--- config.mk ---
export PLATFORM = sky130hd
export DESIGN_NAME = a5bw_ctrl
export DESIGN_NICKNAME = d
export VERILOG_FILES = /design/src/a5bw_pkg.sv /design/src/a5bw_strobe_if.sv /design/src/a5bw_strobe_retime.sv /design/src/a5bw_ctrl.sv
export SDC_FILE = /design/constraint.sdc
export NUM_CORES = 1
export LEC_CHECK = 0
export ABC_AREA = 1
export BUFFER_PORTS_ARGS = -buffer_cell sky130_fd_sc_hd__buf_2
export CELL_PAD_IN_SITES_DETAIL_PLACEMENT = 1
export CELL_PAD_IN_SITES_GLOBAL_PLACEMENT = 1
export CORE_MARGIN = 2
export CORE_UTILIZATION = 30
export CTS_CLUSTER_SIZE = 24
export DETAILED_ROUTE_END_ITERATION = 8
export GPL_ROUTABILITY_DRIVEN = 0
export HOLD_SLACK_MARGIN = 0.12
export PLACE_DENSITY = 0.76
export SETUP_SLACK_MARGIN = 0.02
export SLEW_MARGIN = 30
export SYNTH_ARGS = -nofsm -noshare
export SYNTH_HDL_FRONTEND = slang
export SYNTH_SLANG_ARGS = --single-unit
--- constraint.sdc ---
create_clock -name aclk -period 3.04 [get_ports aclk]
set_input_delay 0.608 -clock aclk [delete_from_list [all_inputs] [get_ports aclk]]
set_output_delay 0.608 -clock aclk [all_outputs]
set_load 0.05 [all_outputs]
--- src/a5bw_pkg.sv ---
// Package of constants, types and timing decode for the area 5 wait controller
package a5bw_pkg;

    // ****************************************
    // Register map and field layout
    // ****************************************
    localparam logic [11:0] A5BW_CTRL_OFS = 12'h000;
    localparam int A5BW_WW_MSB = 18;
    localparam int A5BW_WW_LSB = 16;
    localparam int A5BW_SW_MSB = 12;
    localparam int A5BW_SW_LSB = 11;
    localparam int A5BW_RW_MSB = 10;
    localparam int A5BW_RW_LSB = 7;
    localparam int A5BW_RSV_LSB = 19;
    localparam logic [31:0] A5BW_CTRL_RST = 32'h0000_0500;
    localparam logic [31:0] A5BW_CTRL_WMASK = 32'h0007_1f80;
    localparam logic [1:0] A5BW_RESP_OKAY = 2'h0;
    localparam logic [1:0] A5BW_RESP_DECERR = 2'h3;

    // ****************************************
    // Access sequencer states
    // ****************************************
    typedef enum logic [3:0] {
        A5BW_IDLE = 4'h1,
        A5BW_SETUP = 4'h2,
        A5BW_STROBE = 4'h4,
        A5BW_HOLD = 4'h8
    } a5bw_fsm_t;

    // Read wait code to cycles; prohibited codes fall back to the longest wait
    function automatic logic [4:0] a5bw_rd_wait(input logic [3:0] code);
        logic [4:0] w;
        w = 5'h18;
        case (code)
            4'h0, 4'h1, 4'h2, 4'h3, 4'h4, 4'h5, 4'h6: w = {1'b0, code};
            4'h7: w = 5'h08;
            4'h8: w = 5'h0a;
            4'h9: w = 5'h0c;
            4'ha: w = 5'h0e;
            4'hb: w = 5'h12;
            default: w = 5'h18;
        endcase
        return w;
    endfunction : a5bw_rd_wait

    // Wait cycles of one access from the control word
    function automatic logic [4:0] a5bw_phase_wait(input logic wr, input logic [31:0] c);
        logic [2:0] ww;
        ww = c[A5BW_WW_MSB:A5BW_WW_LSB];
        if (wr && ww != 3'h0) begin
            return {2'h0, ww - 3'h1};
        end
        return a5bw_rd_wait(c[A5BW_RW_MSB:A5BW_RW_LSB]);
    endfunction : a5bw_phase_wait

endpackage : a5bw_pkg

--- src/a5bw_strobe_if.sv ---
// Interface carrying strobe requests to the opposite-edge retimer
`timescale 1ns/1ps
interface a5bw_strobe_if;
    logic rd_req;
    logic wr_req;
    logic [3:0] be_req;
    logic rd_n;
    logic we_n;
    logic [3:0] be_n;
    modport ctrl (output rd_req, output wr_req, output be_req,
                  input rd_n, input we_n, input be_n);
    modport retime (input rd_req, input wr_req, input be_req,
                    output rd_n, output we_n, output be_n);
endinterface : a5bw_strobe_if

--- src/a5bw_strobe_retime.sv ---
// Falling-edge retimer that places strobes half a cycle after the rising-edge request
`timescale 1ns/1ps
module a5bw_strobe_retime
    import a5bw_pkg::*;
(
    input wire logic aclk,
    input wire logic aresetn,
    a5bw_strobe_if.retime stb
);

    typedef struct packed {
        logic rd_n;
        logic we_n;
        logic [3:0] be_n;
    } a5bw_rt_t;

    a5bw_rt_t state_ff;
    a5bw_rt_t nxt_state;

    // Strobes follow the requests, inverted, on the falling edge
    always_comb begin
        nxt_state = state_ff;
        nxt_state.rd_n = ~stb.rd_req;  // [RQ8]
        nxt_state.we_n = ~stb.wr_req;  // [RQ8]
        nxt_state.be_n = ~stb.be_req;
    end

    // Falling-edge registers with synchronous reset
    always_ff @(negedge aclk) begin
        if (!aresetn) begin
            state_ff <= '{rd_n: 1'b1, we_n: 1'b1, be_n: 4'hf};
        end else begin
            state_ff <= nxt_state;
        end
    end

    assign stb.rd_n = state_ff.rd_n;
    assign stb.we_n = state_ff.we_n;
    assign stb.be_n = state_ff.be_n;

endmodule : a5bw_strobe_retime

--- src/a5bw_ctrl.sv ---
// Area 5 bus wait controller: control register slave and access sequencer
// Operation
// RQ1: Bits 31..19 of the control register read zero; software writes zero.
// RQ2: Write wait code 000 makes writes use the read wait count.
// RQ3: Write wait codes 001..111 give zero through six wait cycles.
// RQ4: Setup field delays strobes after address by 0.5 to 3.5 cycles.
// RQ5: Read wait code maps to 0-6, 8, 10, 12, 14, 18 or 24 cycles.
// RQ6: Software never writes read wait codes 1101 and above.
// RQ7: Reset sets read wait to 1010, write wait and setup to zero.
// RQ8: Waits count in clocks; half cycles come from opposite-edge strobes.
//
// The AXI4-Lite register port and the address map were left to the implementer.
`timescale 1ns/1ps
module a5bw_ctrl
    import a5bw_pkg::*;
(
    input wire logic aclk,
    input wire logic aresetn,
    input wire logic [11:0] s_axi_awaddr,
    input wire logic s_axi_awvalid,
    output logic s_axi_awready,
    input wire logic [31:0] s_axi_wdata,
    input wire logic [3:0] s_axi_wstrb,
    input wire logic s_axi_wvalid,
    output logic s_axi_wready,
    output logic [1:0] s_axi_bresp,
    output logic s_axi_bvalid,
    input wire logic s_axi_bready,
    input wire logic [11:0] s_axi_araddr,
    input wire logic s_axi_arvalid,
    output logic s_axi_arready,
    output logic [31:0] s_axi_rdata,
    output logic [1:0] s_axi_rresp,
    output logic s_axi_rvalid,
    input wire logic s_axi_rready,
    input wire logic acc_req,
    output logic acc_ready,
    input wire logic acc_write,
    input wire logic [25:0] acc_addr,
    input wire logic [31:0] acc_wdata,
    input wire logic [3:0] acc_be,
    output logic acc_done,
    output logic [31:0] acc_rdata,
    output logic [25:0] ext_addr,
    output logic chip_select_n,
    output logic rd_n,
    output logic we_n,
    output logic [3:0] byte_enable_n,
    input wire logic [31:0] ext_data_in,
    output logic [31:0] ext_data_out,
    output logic ext_data_oe
);

    // ****************************************
    // State record
    // ****************************************
    typedef struct packed {
        logic [31:0] ctrl;
        logic aw_got;
        logic [11:0] aw_addr;
        logic w_got;
        logic [31:0] w_data;
        logic [3:0] w_strb;
        logic bvalid;
        logic [1:0] bresp;
        logic rvalid;
        logic [1:0] rresp;
        logic [31:0] rdata;
        a5bw_fsm_t fsm;
        logic [4:0] cnt;
        logic [31:0] snap;
        logic wr_op;
        logic [25:0] addr;
        logic [31:0] wdata;
        logic [3:0] be;
        logic cs_n;
        logic oe;
        logic stb_on;
        logic done;
        logic [31:0] acc_rdata;
    } a5bw_ctrl_t;

    a5bw_ctrl_t state_ff;
    a5bw_ctrl_t nxt_state;

    a5bw_strobe_if stb_if ();

    logic aw_take;
    logic w_take;
    logic aw_have;
    logic w_have;
    logic [11:0] wr_addr;
    logic [31:0] wr_data;
    logic [3:0] wr_strb;
    logic [31:0] byte_mask;
    logic [31:0] field_mask;

    // ****************************************
    // Bus handshakes
    // ****************************************
    assign s_axi_awready = ~state_ff.aw_got & ~state_ff.bvalid;
    assign s_axi_wready = ~state_ff.w_got & ~state_ff.bvalid;
    assign s_axi_arready = ~state_ff.rvalid;
    assign aw_take = s_axi_awvalid & s_axi_awready;
    assign w_take = s_axi_wvalid & s_axi_wready;
    assign aw_have = state_ff.aw_got | aw_take;
    assign w_have = state_ff.w_got | w_take;
    assign wr_addr = state_ff.aw_got ? state_ff.aw_addr : s_axi_awaddr;
    assign wr_data = state_ff.w_got ? state_ff.w_data : s_axi_wdata;
    assign wr_strb = state_ff.w_got ? state_ff.w_strb : s_axi_wstrb;

    // Byte lane mask from the write strobes
    for (genvar i = 0; i < 4; i++) begin : g_lane
        assign byte_mask[8*i+7:8*i] = {8{wr_strb[i]}};
    end

    // Only defined fields are writable; reserved bits stay zero
    assign field_mask = byte_mask & A5BW_CTRL_WMASK;  // [RQ1]

    // ****************************************
    // Next-state logic
    // ****************************************
    always_comb begin
        nxt_state = state_ff;
        nxt_state.done = 1'b0;
        // Write address and data, in either order
        if (aw_take) begin
            nxt_state.aw_got = 1'b1;
            nxt_state.aw_addr = s_axi_awaddr;
        end
        if (w_take) begin
            nxt_state.w_got = 1'b1;
            nxt_state.w_data = s_axi_wdata;
            nxt_state.w_strb = s_axi_wstrb;
        end
        if (aw_have && w_have && !state_ff.bvalid) begin
            nxt_state.aw_got = 1'b0;
            nxt_state.w_got = 1'b0;
            nxt_state.bvalid = 1'b1;
            if (wr_addr[11:2] == A5BW_CTRL_OFS[11:2]) begin
                nxt_state.ctrl = (state_ff.ctrl & ~field_mask) | (wr_data & field_mask);
                nxt_state.bresp = A5BW_RESP_OKAY;
            end else begin
                nxt_state.bresp = A5BW_RESP_DECERR;
            end
        end
        if (state_ff.bvalid && s_axi_bready) begin
            nxt_state.bvalid = 1'b0;
        end
        // Read channel; reserved bits are held zero in the register
        if (s_axi_arvalid && !state_ff.rvalid) begin
            nxt_state.rvalid = 1'b1;
            if (s_axi_araddr[11:2] == A5BW_CTRL_OFS[11:2]) begin
                nxt_state.rdata = state_ff.ctrl;  // [RQ1]
                nxt_state.rresp = A5BW_RESP_OKAY;
            end else begin
                nxt_state.rdata = 32'h0000_0000;
                nxt_state.rresp = A5BW_RESP_DECERR;
            end
        end else if (state_ff.rvalid && s_axi_rready) begin
            nxt_state.rvalid = 1'b0;
        end
        // External access sequencer
        case (state_ff.fsm)
            A5BW_IDLE: begin
                if (acc_req) begin
                    nxt_state.snap = state_ff.ctrl;
                    nxt_state.wr_op = acc_write;
                    nxt_state.addr = acc_addr;
                    nxt_state.wdata = acc_wdata;
                    nxt_state.be = acc_be;
                    nxt_state.cs_n = 1'b0;
                    nxt_state.oe = acc_write;
                    if (state_ff.ctrl[A5BW_SW_MSB:A5BW_SW_LSB] == 2'h0) begin
                        // Setup 0.5: strobe goes out on the coming falling edge
                        nxt_state.stb_on = 1'b1;  // [RQ4] [RQ8]
                        nxt_state.cnt = a5bw_phase_wait(acc_write, state_ff.ctrl);
                        nxt_state.fsm = A5BW_STROBE;
                    end else begin
                        nxt_state.cnt = {3'h0, state_ff.ctrl[A5BW_SW_MSB:A5BW_SW_LSB]};  // [RQ4]
                        nxt_state.fsm = A5BW_SETUP;
                    end
                end
            end
            A5BW_SETUP: begin
                if (state_ff.cnt == 5'h01) begin
                    nxt_state.stb_on = 1'b1;  // [RQ4]
                    nxt_state.cnt = a5bw_phase_wait(state_ff.wr_op, state_ff.snap);  // [RQ2] [RQ3] [RQ5]
                    nxt_state.fsm = A5BW_STROBE;
                end else begin
                    nxt_state.cnt = state_ff.cnt - 5'h01;  // [RQ8]
                end
            end
            A5BW_STROBE: begin
                if (state_ff.cnt == 5'h00) begin
                    nxt_state.stb_on = 1'b0;
                    if (!state_ff.wr_op) begin
                        nxt_state.acc_rdata = ext_data_in;
                    end
                    nxt_state.fsm = A5BW_HOLD;
                end else begin
                    nxt_state.cnt = state_ff.cnt - 5'h01;  // [RQ8]
                end
            end
            A5BW_HOLD: begin
                // Strobe negated on the falling edge; chip select negated half a cycle later
                nxt_state.cs_n = 1'b1;
                nxt_state.oe = 1'b0;
                nxt_state.done = 1'b1;
                nxt_state.fsm = A5BW_IDLE;
            end
            default: begin
                nxt_state.fsm = A5BW_IDLE;
            end
        endcase
    end

    // ****************************************
    // State register
    // ****************************************
    // Reset image of the state record: idle, chip select off, default timing
    localparam a5bw_ctrl_t CTRL_RST_IMG = '{
        ctrl: A5BW_CTRL_RST,
        fsm: A5BW_IDLE,
        cs_n: 1'b1,
        default: '0
    };

    // Whole state record registered on the rising edge
    always_ff @(posedge aclk) begin
        if (!aresetn) begin
            state_ff <= CTRL_RST_IMG;  // [RQ7]
        end else begin
            state_ff <= nxt_state;
        end
    end

    // ****************************************
    // Strobe retimer and outputs
    // ****************************************
    assign stb_if.rd_req = state_ff.stb_on & ~state_ff.wr_op;
    assign stb_if.wr_req = state_ff.stb_on & state_ff.wr_op;
    assign stb_if.be_req = (state_ff.stb_on & state_ff.wr_op) ? state_ff.be : 4'h0;

    a5bw_strobe_retime u_retime (
        .aclk(aclk),
        .aresetn(aresetn),
        .stb(stb_if.retime)
    );

    assign s_axi_bresp = state_ff.bresp;
    assign s_axi_bvalid = state_ff.bvalid;
    assign s_axi_rdata = state_ff.rdata;
    assign s_axi_rresp = state_ff.rresp;
    assign s_axi_rvalid = state_ff.rvalid;
    assign acc_ready = (state_ff.fsm == A5BW_IDLE);
    assign acc_done = state_ff.done;
    assign acc_rdata = state_ff.acc_rdata;
    assign ext_addr = state_ff.addr;
    assign chip_select_n = state_ff.cs_n;
    assign rd_n = stb_if.rd_n;
    assign we_n = stb_if.we_n;
    assign byte_enable_n = stb_if.be_n;
    assign ext_data_out = state_ff.wdata;
    assign ext_data_oe = state_ff.oe;

    // ****************************************
    // Checks
    // ****************************************
    logic [5:0] slen_ff;
    logic [5:0] pre_ff;

    // Strobe length and setup length counters
    always_ff @(posedge aclk) begin
        if (!aresetn) begin
            slen_ff <= 6'h00;
            pre_ff <= 6'h00;
        end else begin
            slen_ff <= state_ff.stb_on ? slen_ff + 6'h01 : 6'h00;
            pre_ff <= (!state_ff.cs_n && !state_ff.stb_on && state_ff.fsm == A5BW_SETUP) ?
                      pre_ff + 6'h01 : 6'h00;
        end
    end
endmodule : a5bw_ctrl

======== Word level (Yosys, flattened, before mapping) ========
Cells that the tools add are included.
word-level totals
  register bits after elaboration ......... 265
  output and inout port bits .............. 141
  word-level logic and storage cells ...... 148
cells by class
  $add $sub $neg .......................... 3
  equality and inequality tests ........... 32
  muxes and demuxes ....................... 35
  bitwise logic cells ..................... 21
  reduce and logical (&&, ||, !) cells .... 31
operator list
  kind                                            count
  2-to-1 mux 107 bit                              1
  one-hot mux 5 bit (6 select lines)              2
  == test 4 x 3 -> 1 bit (second input constant)  9
  == test 4 bit (second input constant)           9
  2-to-1 mux 34 bit                               1
  bitwise AND 32 x 19 -> 32 bit                   1
  bitwise AND 32 bit                              1
  2-to-1 mux 32 bit                               1
  NOT 19 -> 32 bit                                1
  OR 32 bit                                       1
  2-to-1 mux 5 bit                                6
  == test 4 x 2 -> 1 bit (second input constant)  5
  zero test 10 bit                                2
  one-hot mux 5 bit (3 select lines)              1
  OR reduction 7 bit                              2
  2-to-1 mux 1 bit                                13
  == test 4 x 1 -> 1 bit (second input constant)  3
  2-to-1 mux 12 bit                               1
  2-to-1 mux 4 bit                                3
  one-hot mux 4 bit (3 select lines)              1
  AND reduction 3 bit                             3
  nonzero test 3 bit                              3
  zero test 4 bit                                 2
  2-to-1 mux 8 bit                                1
  21 further kinds                                49

======== Longest topological paths before layout ========
Gate-level depths: netlist of the first run.
  word-level depth ........................ 10
  gate-level depth with buffers ........... 12
  mapped depth without buffers ............ 12

======== Cells and area by module ========
From an unflattened synthesis of the first run, not the netlist that was laid out.
second synthesis, totals
  cell total of the unflattened synthesis .. 1080
  area, all modules ....................... 7832.5 um2
modules (own cells, without submodules)
  module              times used  cells each  area each (um2)
  a5bw_ctrl           1           1067        7686.1
  a5bw_strobe_retime  1           13          146.4

==> results.txt, run 1 <==
Dpl cells: 1,515
First-pass GRT wire length: 36,700 µm
Critical-path cell list: buf_8
Cell count of the worst hold path: 3
Core footprint: 26,000 µm²
H-tree Lvls: 4
Die area: 27,800 µm²
Synth area leaders: dfxtp_1, buf_4, nand2_1
Synth warnings: 0
Layout cells sized above 1: 0.288
Vias in the first global route: 7,283
FF-to-FF End: u_retime.stb.be_n[1]$_SDFF_NN1_
Syn Area/Cell: 7.41 µm²
Worst setup path category: flip-flop to primary output
Length of routed wiring on met1: 9670 µm
Maximum root-to-sink buffer count: 2
Final worst slack: -0.0243 ns
Synth area leader: dfxtp_1
Synth Area in XOR/XNOR: 0.00331
Post-Synth Simple-Gate Area: 0.265
Clock sink count: 167
Hold buffer count at CTS: 0
Flops & latches, synth: 167
Die Wd: 167 µm
Buf/Inv on CP: 1
Status: finished with violations
Crit-path max cell delay: 0.35 ns
Mux cell area share after synthesis: 0.00883
RSZ-0062 raised after global routing: yes
Drt first pass iters: 4
Crit. End Element: primary output
Crit path launch: u_retime.stb.be_n[3]$_SDFF_NN1_
Top Metal Used: met5
Drt wl/cell: 14.3 µm
Initial antenna violation count: 7
Area growth from synthesis to layout: 16.1%
Via count: 7,071
Non-Filler Instances: 1,555
CTS root buf: clkbuf_16
Reg2reg start: state_ff[33]$_SDFFE_PN0P_
I/O Pins: 304
Max-slew headroom: 0.448
Post-route ant nets: 0
Hpwl dp: 16,400 µm
Largest net degree at the start of global routing: 85
Final Hold Fails: 0
Critical path data arrival time: 2.46 ns
Worst hold path type: primary input to flip-flop
Hold Startpoint: ext_data_in[17]
Worst VDD drop: 267 µV
Pwr dens: 666 nW/µm²
Design area: 9210 µm²
R2R Setup Slk: 0.67 ns
Startpoint class of the critical path: flip-flop
Synthesized cell area: 7930 µm²
Placed inst area: 8540 µm²
Hold Slack: 0.400 ns
Most used DFF post-synth: dfxtp_1
Site Rows: 59
Post-synthesis cell type count: 37
Async set or reset register ratio after synthesis: 0
Post-CTS Setup Bufs: 0
Clock Skew: 0.0396 ns
CTS clk-pin slew, worst paths: 0.07 ns
Most frequent cells in the layout: buf_2, nand2_1, dfxtp_1, nor2_1, a21oi_1
Post-synthesis cell count: 1,071
CTS Buf Count: 17
Post-synth top area share: 0.422
Leakage: 4.45 nW
Final WL: 22,200 µm
Layout Nets: 1,374
Adder-cell share of the synthesized area: 0.0110
EDFF count, synth: 0
GR Overflow Total: 0
Hold Path End: acc_rdata[17]$_SDFFE_PN0P_
CP top delay family: flip-flops
Die height: 167 µm
Req. time, crit path: 2.43 ns
Largest family of logic cells by synthesized area: simple AND/OR/NAND/NOR gates
Met3 WL: 1910 µm
Starting Density: 0.305
Compound-Gate Fraction of Synth Area: 0.108
Met2 WL: 10,200 µm
Worst reg2reg path depth: 3
Final Max Slew Viols: 0
Clk_lat worst skew: 0.45 ns
CP max FO: 1
PortBufs: 252
DRC errors left: 0
Max-cap check violation count: 0
CP max-delay cell: dfxtp_4
All-layer global routing usage: 0.162
Slew of the pin with the lowest slew margin: 0.828 ns
Drt via density: 4.55
Most common cell after layout, fill and taps aside: buf_2
Failing checks: setup timing
Sequential-to-total area share from yosys stat: 0.422
Post_cts resized: 25
Setup-failing EPs final: 3
Drt initial violations: 401
Final Util: 0.354
CTS tree: yes
# fillers: 3,299
[layout make-up]
cell class / count / area, µm² / share of cell area
inverters: 60 / 230 / 0.0250
multi-input cells: 693 / 3230 / 0.351
well taps: 335 / 419 / 0.0455
flip-flops and latches: 167 / 3350 / 0.364
clock buffers: 20 / 467 / 0.0507
diodes: 3 / 7.51 / 0.000815
repair buffers: 259 / 1370 / 0.149
clock inverters: 18 / 128 / 0.0139
[where the power goes]
part	internal, mW	switching, mW	total (mW)
logic	0.397	1.10	1.50
clock network	1.15	0.995	2.15
registers	2.37	0.113	2.48
total	3.92	2.21	6.13
[cells in the mapped netlist, drive strengths merged, types with 3 or more instances]
cell,count
a21oi,89
inv,59
mux2i,7
buf,153
dfxtp,167
nand4,19
ha,7
nand2,250
nor2,172
o211ai,3
or2,3
o21ai,71
nand3,38
nor3,4
clkbuf,19
[how the worst max path moves through the flow]
stage / to / slack [ns] / cells after the start
2_1_floorplan: u_retime.stb.rd_n$_SDFF_NN1_ / 0.27 / 3
3_3_place_gp: byte_enable_n[3] / 0.26 / 1
3_5_place_dp: byte_enable_n[3] / 0.27 / 1
4_1_cts: byte_enable_n[3] / -0.05 / 1
5_1_grt: byte_enable_n[3] / -0.07 / 1
6_report: byte_enable_n[3] / -0.02 / 1
[through the flow]
stage | setup TNS (ns) | power (mW) | worst slack [ns]
2_1_floorplan | 0 | 3.82 | 0.271
6_report | -0.0349 | 6.13 | -0.0243
4_1_cts | -0.155 | 6.24 | -0.0525
5_1_grt | -0.256 | 6.50 | -0.0743
3_3_place_gp | 0 | 4.02 | 0.258
3_5_place_dp | 0 | 4.06 | 0.269
[metal layers]
metal / up-vias / track usage
li1: 3526 / -
met3: 31 / 0.0601
met4: 6 / 0.0484
met5: - / 0
met1: 3257 / 0.193
met2: 251 / 0.273
[flip-flops by register name, indices dropped and copies added, names as in the netlist, named ones only]
register,cells
acc_done,1
acc_rdata,32
chip_select_n,1
ext_addr,26
ext_data_oe,1
ext_data_out,32
s_axi_bresp,1
s_axi_bvalid,1
s_axi_rdata,9
s_axi_rresp,1
s_axi_rvalid,1
state_ff,46
u_retime.stb.be_n,4
u_retime.stb.rd_n,1
u_retime.stb.we_n,1
[cells by family (layout without fill, tap and decap cells)]
group | count (synthesis) | in the layout
simple gates | 487 | 487
mux | 7 | 7
compound gates | 166 | 166
fa+ha+maj | 7 | 7
flops | 167 | 167
xor+xnor | 3 | 3
other cells | 1 | 26
buf+inv | 233 | 357
No activity file was read; power rests on OpenSTA's default activity.
==> inputs of run 2 (changes only) <==
Settings changed: ABC_AREA 1 to 0, PLACE_DENSITY 0.76 to 0.74.
==> run 2 against run 1 <==
Net effect: the flow still finishes with violations (setup timing); sequential power shrank 4%; critical endpoint is now rd_n; routed wire length fell by 7.2%; sequential share of layout area decreased by 0.19 points; clock skew decreased by 0.0054 ns; via count down 7.3%; die area hardly changed.
==> results.txt, run 2 <==
Post-synthesis cell count: 965 (-9.9%)
Commonest cells post-synth: nand2_1, dfxtp_1, buf_4
Post-synth top area share: 0.421 (about the same)
Post-route ant nets: 0 (unchanged)
Hold buffer count at CTS: 0 (unchanged)
Worst hold path type: primary input to flip-flop
Crit-path max cell delay: 0.33 ns (-0.02 ns)
CP max FO: 1 (unchanged)
Post-CTS Setup Bufs: 0 (unchanged)
Max-slew headroom: 0.413 (-0.0347)
# fillers: 3,199 (-3.0%)
Final worst slack: -0.00757 ns (+0.0167 ns)
Synth warnings: 0 (unchanged)
I/O Pins: 304 (unchanged)
Synth area leaders: dfxtp_1, nand2_1, buf_4
CTS root buf: clkbuf_16
Req. time, crit path: 2.43 ns (about the same)
CTS clk-pin slew, worst paths: 0.07 ns (about the same)
First-pass GRT wire length: 33,700 µm (-8.2%)
Slew of the pin with the lowest slew margin: 0.880 ns (+0.0521 ns)
Synth area leader: dfxtp_1
Dpl cells: 1,399 (-7.7%)
Non-Filler Instances: 1,436 (-7.7%)
Vias in the first global route: 6,665 (-8.5%)
Max-cap check violation count: 0 (unchanged)
Layout Nets: 1,258 (-8.4%)
Die area: 27,800 µm² (about the same)
Layout cells sized above 1: 0.283 (-0.00421)
Final Util: 0.356 (+0.00159)
Failing checks: setup timing
Crit. End Element: primary output
Pwr dens: 606 nW/µm² (-9.0%)
Area growth from synthesis to layout: 16.5%
Via count: 6,552 (-7.3%)
Flip-flop count of the largest register after layout: 46 (unchanged)
Hpwl dp: 14,400 µm (-12%)
Most used DFF post-synth: dfxtp_1
Post-synthesis cell type count: 52 (+41%)
CP top delay family: flip-flops
Leakage: 4.02 nW (-9.7%)
Syn Area/Cell: 8.22 µm² (+11%)
Async set or reset register ratio after synthesis: 0 (unchanged)
GR Overflow Total: 0 (unchanged)
Status: finished with violations
FF-to-FF End: u_retime.stb.be_n[1]$_SDFF_NN1_
Hold Path End: acc_rdata[8]$_SDFFE_PN0P_
Most flops, register: state_ff
Most frequent cells in the layout: nand2_1, buf_2, dfxtp_1, a21boi_0, a21boi_1
Clock sink count: 167 (unchanged)
Critical-path cell list: buf_8
DRC errors left: 0 (unchanged)
Cell count of the worst hold path: 3 (unchanged)
Initial antenna violation count: 0 (-7)
Startpoint class of the critical path: flip-flop
H-tree Lvls: 4 (unchanged)
Worst setup path category: flip-flop to primary output
Sequential-to-total area share from yosys stat: 0.421 (about the same)
Worst reg2reg path depth: 2 (-1)
RSZ-0062 raised after global routing: yes
Critical path data arrival time: 2.44 ns (-0.02 ns)
Clk_lat worst skew: 0.45 ns (about the same)
Drt initial violations: 328 (-18%)
Hold Slack: 0.416 ns (+0.0160 ns)
EDFF count, synth: 0 (unchanged)
Worst VDD drop: 296 µV (+11%)
Buf/Inv on CP: 1 (unchanged)
Final WL: 20,600 µm (-7.2%)
Clock Skew: 0.0342 ns (-0.00542 ns)
Core footprint: 26,000 µm² (unchanged)
Final Max Slew Viols: 0 (unchanged)
CTS tree: yes
CTS Buf Count: 17 (unchanged)
Drt via density: 4.56 (+0.34%)
Starting Density: 0.305 (about the same)
PortBufs: 252 (unchanged)
Synthesized cell area: 7940 µm² (about the same)
R2R Setup Slk: 0.68 ns (about the same)
Maximum root-to-sink buffer count: 2 (unchanged)
Drt wl/cell: 14.3 µm (+0.45%)
Antenna cells: 0 (-3)
Setup-failing EPs final: 2 (-1)
CP max-delay cell: dfxtp_2
Flops & latches, synth: 167 (unchanged)
Largest net degree at the start of global routing: 98 (+15%)
Site Rows: 59 (unchanged)
Die height: 167 µm (about the same)
Drt first pass iters: 5 (+1)
Top-count cell post-synth: nand2_1
Reg2reg start: state_ff[33]$_SDFFE_PN0P_
Hold Startpoint: ext_data_in[8]
Most common cell after layout, fill and taps aside: nand2_1
Die Wd: 167 µm (about the same)
Final Hold Fails: 0 (unchanged)
All-layer global routing usage: 0.148 (-0.0146)
[run 2: cell types whose count changed in the layout (fill, tap and decap cells not counted), sizes merged, moves of 12 or more]
| cell | before | now |
|---|---|---|
| nor2 | 172 | 24 |
| a21boi | 0 | 126 |
| a21oi | 89 | 15 |
| o21ai | 71 | 16 |
| inv | 73 | 31 |
| nand3 | 38 | 5 |
| nand2 | 250 | 274 |
| nand4 | 19 | 0 |
| a31oi | 1 | 13 |
[run 2: metrics by stage]
stage,power (mW),setup TNS [ns],area (µm²),setup WS (ns)
global placement,3.46,0,8590,0.327
floorplan,3.29,0,8020,0.0922
finish,5.60,-0.0108,9250,-0.00757
global route,5.92,-0.248,9250,-0.0531
detailed placement,3.49,0,8590,0.330
CTS,5.71,-0.132,9240,-0.0490
[run 2: area by class of cell]
type                       count  area (µm²)  share of cell area
tap                          335         419              0.0453
inverter                      19        71.3             0.00771
clock buffer                  18         439              0.0475
clock inverter                20         163              0.0176
sequential                   167        3350               0.362
timing repair buffer         261        1410               0.152
multi-input combinational    616        3400               0.367
[run 2: worst reg2reg max path: stages (launching register included)]
cell and delay [ns]:
dfxtp_1 0.39, and3_1 0.27, nand2_1 0.08
[run 2: logic make-up (layout without fill, tap and decap cells)]
kind of cell | count (synthesis) | count (layout) | synth area share
muxes | 13 | 13 | 0.0169
adders and majority gates | 7 | 7 | 0.0110
xor gates and xnor gates | 3 | 3 | 0.00331
other | 1 | 23 | 0.000473
buffers and inverters | 204 | 318 | 0.162
and+or+nand+nor | 367 | 367 | 0.200
AOI/OAI and AO/OA | 203 | 203 | 0.185
DFF | 167 | 167 | 0.421
[run 2: layer usage]
metal,global-route usage,vias to the layer above,wire length [µm]
li1,-,3278,-
met5,0,-,0
met4,0.0420,0,268
met3,0.0290,14,911
met2,0.262,172,10200
met1,0.182,3088,9240
[run 2: what timing repair did]
item | CTS | global route
resized for setup | 21 | 1
pin swaps | 0 | 0
endpoints found under the hold margin | 0 | 0
setup endpoints to repair | 6 | 6
[run 2: how the worst max path moves through the flow]
stage / slack [ns] / cells past startpoint / startpoint / endpoint
after global placement: 0.33 / 1 / u_retime.stb.rd_n$_SDFF_NN1_ / rd_n
after CTS: -0.05 / 1 / u_retime.stb.rd_n$_SDFF_NN1_ / rd_n
after floorplan: 0.09 / 4 / aresetn / u_retime.stb.be_n[0]$_SDFF_NN1_
after detailed placement: 0.33 / 1 / u_retime.stb.rd_n$_SDFF_NN1_ / rd_n
after global routing: -0.05 / 1 / u_retime.stb.we_n$_SDFF_NN1_ / we_n
final: -0.008 / 1 / u_retime.stb.rd_n$_SDFF_NN1_ / rd_n
[run 2: power breakdown]
part	total [mW]	switching, mW	leakage [nW]	internal, mW
Combinational	1.02	0.719	2.35	0.303
Sequential	2.39	0.0826	1.36	2.31
Clock	2.19	1.00	0.313	1.19
Total	5.60	1.80	4.02	3.80
==> inputs of run 3 (changes only) <==
Settings changed: PLACE_DENSITY 0.74 to 0.73.
==> run 3 against run 2 <==
Net effect: the flow still finishes with violations (setup timing); sequential share of layout area increased by 0.13 points; routed wire length down 0.34%; final area fell by 0.35%; die area did not move; critical path type unchanged.
==> results.txt, run 3 (synthesized netlist as in run 2, its figures left out) <==
Final WL: 20,500 µm (-0.34%)
CTS tree: yes
Die Wd: 167 µm (unchanged)
Reg area: 3350 µm² (unchanged)
Worst hold path type: primary input to flip-flop
Final Max Slew Viols: 0 (unchanged)
Initial antenna violation count: 0 (unchanged)
GR Overflow Total: 0 (unchanged)
Max-cap check violation count: 0 (unchanged)
Post-CTS Setup Bufs: 0 (unchanged)
Drt wl/cell: 14.3 µm (-0.34%)
Area occupied by multi-input gates: 3400 µm² (unchanged)
Req. time, crit path: 2.43 ns (about the same)
Drt first pass iters: 4 (-1)
Hold Slack: 0.422 ns (+0.00544 ns)
I/O Pins: 304 (unchanged)
CP max FO: 1 (unchanged)
Die height: 167 µm (unchanged)
CP top delay family: flip-flops
Layout cells sized above 1: 0.283 (unchanged)
Hpwl dp: 14,600 µm (+1.1%)
Worst setup path category: flip-flop to primary output
Site Rows: 59 (unchanged)
CP max-delay cell: dfxtp_2
Final worst slack: -0.0130 ns (-0.00545 ns)
Core footprint: 26,000 µm² (unchanged)
DRC errors left: 0 (unchanged)
CTS root buf: clkbuf_16
Total power: 5.54 mW (-1.0%)
Leakage: 4.01 nW (-0.38%)
RSZ-0062 raised after global routing: yes
Failing checks: setup timing
H-tree Lvls: 4 (unchanged)
Antenna cells: 0 (unchanged)
Post-route ant nets: 0 (unchanged)
Critical-path cell list: buf_8
Max-slew headroom: 0.465 (+0.0514)
Worst VDD drop: 306 µV (+3.4%)
Buf/Inv on CP: 1 (unchanged)
Setup-failing EPs final: 2 (unchanged)
Starting Density: 0.305 (unchanged)
Most common cell after layout, fill and taps aside: nand2_1
Crit-path max cell delay: 0.34 ns (about the same)
Most frequent cells in the layout: nand2_1, buf_2, dfxtp_1, a21boi_0, a21boi_1
First-pass GRT wire length: 33,200 µm (-1.6%)
Final Hold Fails: 0 (unchanged)
Area growth from synthesis to layout: 16.1%
Clk_lat worst skew: 0.45 ns (about the same)
Drt via density: 4.53 (-0.63%)
Drt initial violations: 266 (-19%)
Crit. End Element: primary output
Largest net degree at the start of global routing: 86 (-12%)
Vias in the first global route: 6,440 (-3.4%)
Startpoint class of the critical path: flip-flop
Pwr dens: 602 nW/µm² (-0.69%)
Most flops, register: state_ff
Maximum root-to-sink buffer count: 2 (unchanged)
Slew of the pin with the lowest slew margin: 0.797 ns (-0.0832 ns)
All-layer global routing usage: 0.145 (-0.00282)
Layout Nets: 1,258 (unchanged)
CTS Buf Count: 17 (unchanged)
Flip-flop count of the largest register after layout: 46 (unchanged)
Status: finished with violations
CTS clk-pin slew, worst paths: 0.08 ns (about the same)
PortBufs: 252 (unchanged)
# fillers: 3,212 (+0.41%)
Clock sink count: 167 (unchanged)
Die area: 27,800 µm² (unchanged)
Critical path data arrival time: 2.45 ns (about the same)
Setup_tns: -0.0165 ns (-0.00568 ns)
Clock Skew: 0.0370 ns (+0.00284 ns)
Via count: 6,511 (-0.63%)
## run 3: worst paths after layout
kind / start / to / slack (ns) / cells after the start
worst max-delay path: u_retime.stb.rd_n$_SDFF_NN1_ / rd_n / -0.01 / 1
worst min-delay path: ext_data_in[15] / acc_rdata[15]$_SDFFE_PN0P_ / 0.42 / 3
worst max register to register: state_ff[33]$_SDFFE_PN0P_ / u_retime.stb.be_n[3]$_SDFF_NN1_ / 0.68 / 2
worst min register to register: acc_rdata[3]$_SDFFE_PN0P_ / acc_rdata[3]$_SDFFE_PN0P_ / 0.45 / 2
## run 3: timing repair
item | CTS | global route
gates resized for setup | 21 | 0
endpoints found under the setup margin | 6 | 6
hold buffers | 0 | 0
## run 3: cell type report
class	count	share of cell area
Clock inverter	20	0.0170
Tap cell	335	0.0455
Multi-Input combinational cell	616	0.368
Sequential cell	167	0.364
Timing Repair Buffer	261	0.151
Inverter	19	0.00774
Clock buffer	18	0.0466
## run 3: metal layers
metal / GRT usage / part of all wire / wire length [µm]
met3: 0.0278 / 0.044 / 908
met1: 0.183 / 0.46 / 9400
met5: 0 / 0 / 0
met2: 0.252 / 0.49 / 9970
met4: 0.0394 / 0.012 / 245
## run 3: through the flow
stage / utilization / setup WS [ns] / std cells / cell area, µm²
floorplan: - / 0.0922 / 987 / 8020
global placement: 0.330 / 0.336 / 1399 / 8580
detailed placement: 0.330 / 0.320 / 1399 / 8580
CTS: 0.355 / -0.0431 / 1436 / 9220
global route: 0.355 / -0.0730 / 1436 / 9220
finish: 0.355 / -0.0130 / 1436 / 9220
## run 3: where the power goes
| part | switching, mW | internal (mW) | total, mW |
|---|---|---|---|
| clock network | 1.03 | 1.10 | 2.13 |
| logic | 0.716 | 0.299 | 1.01 |
| registers | 0.0861 | 2.31 | 2.40 |
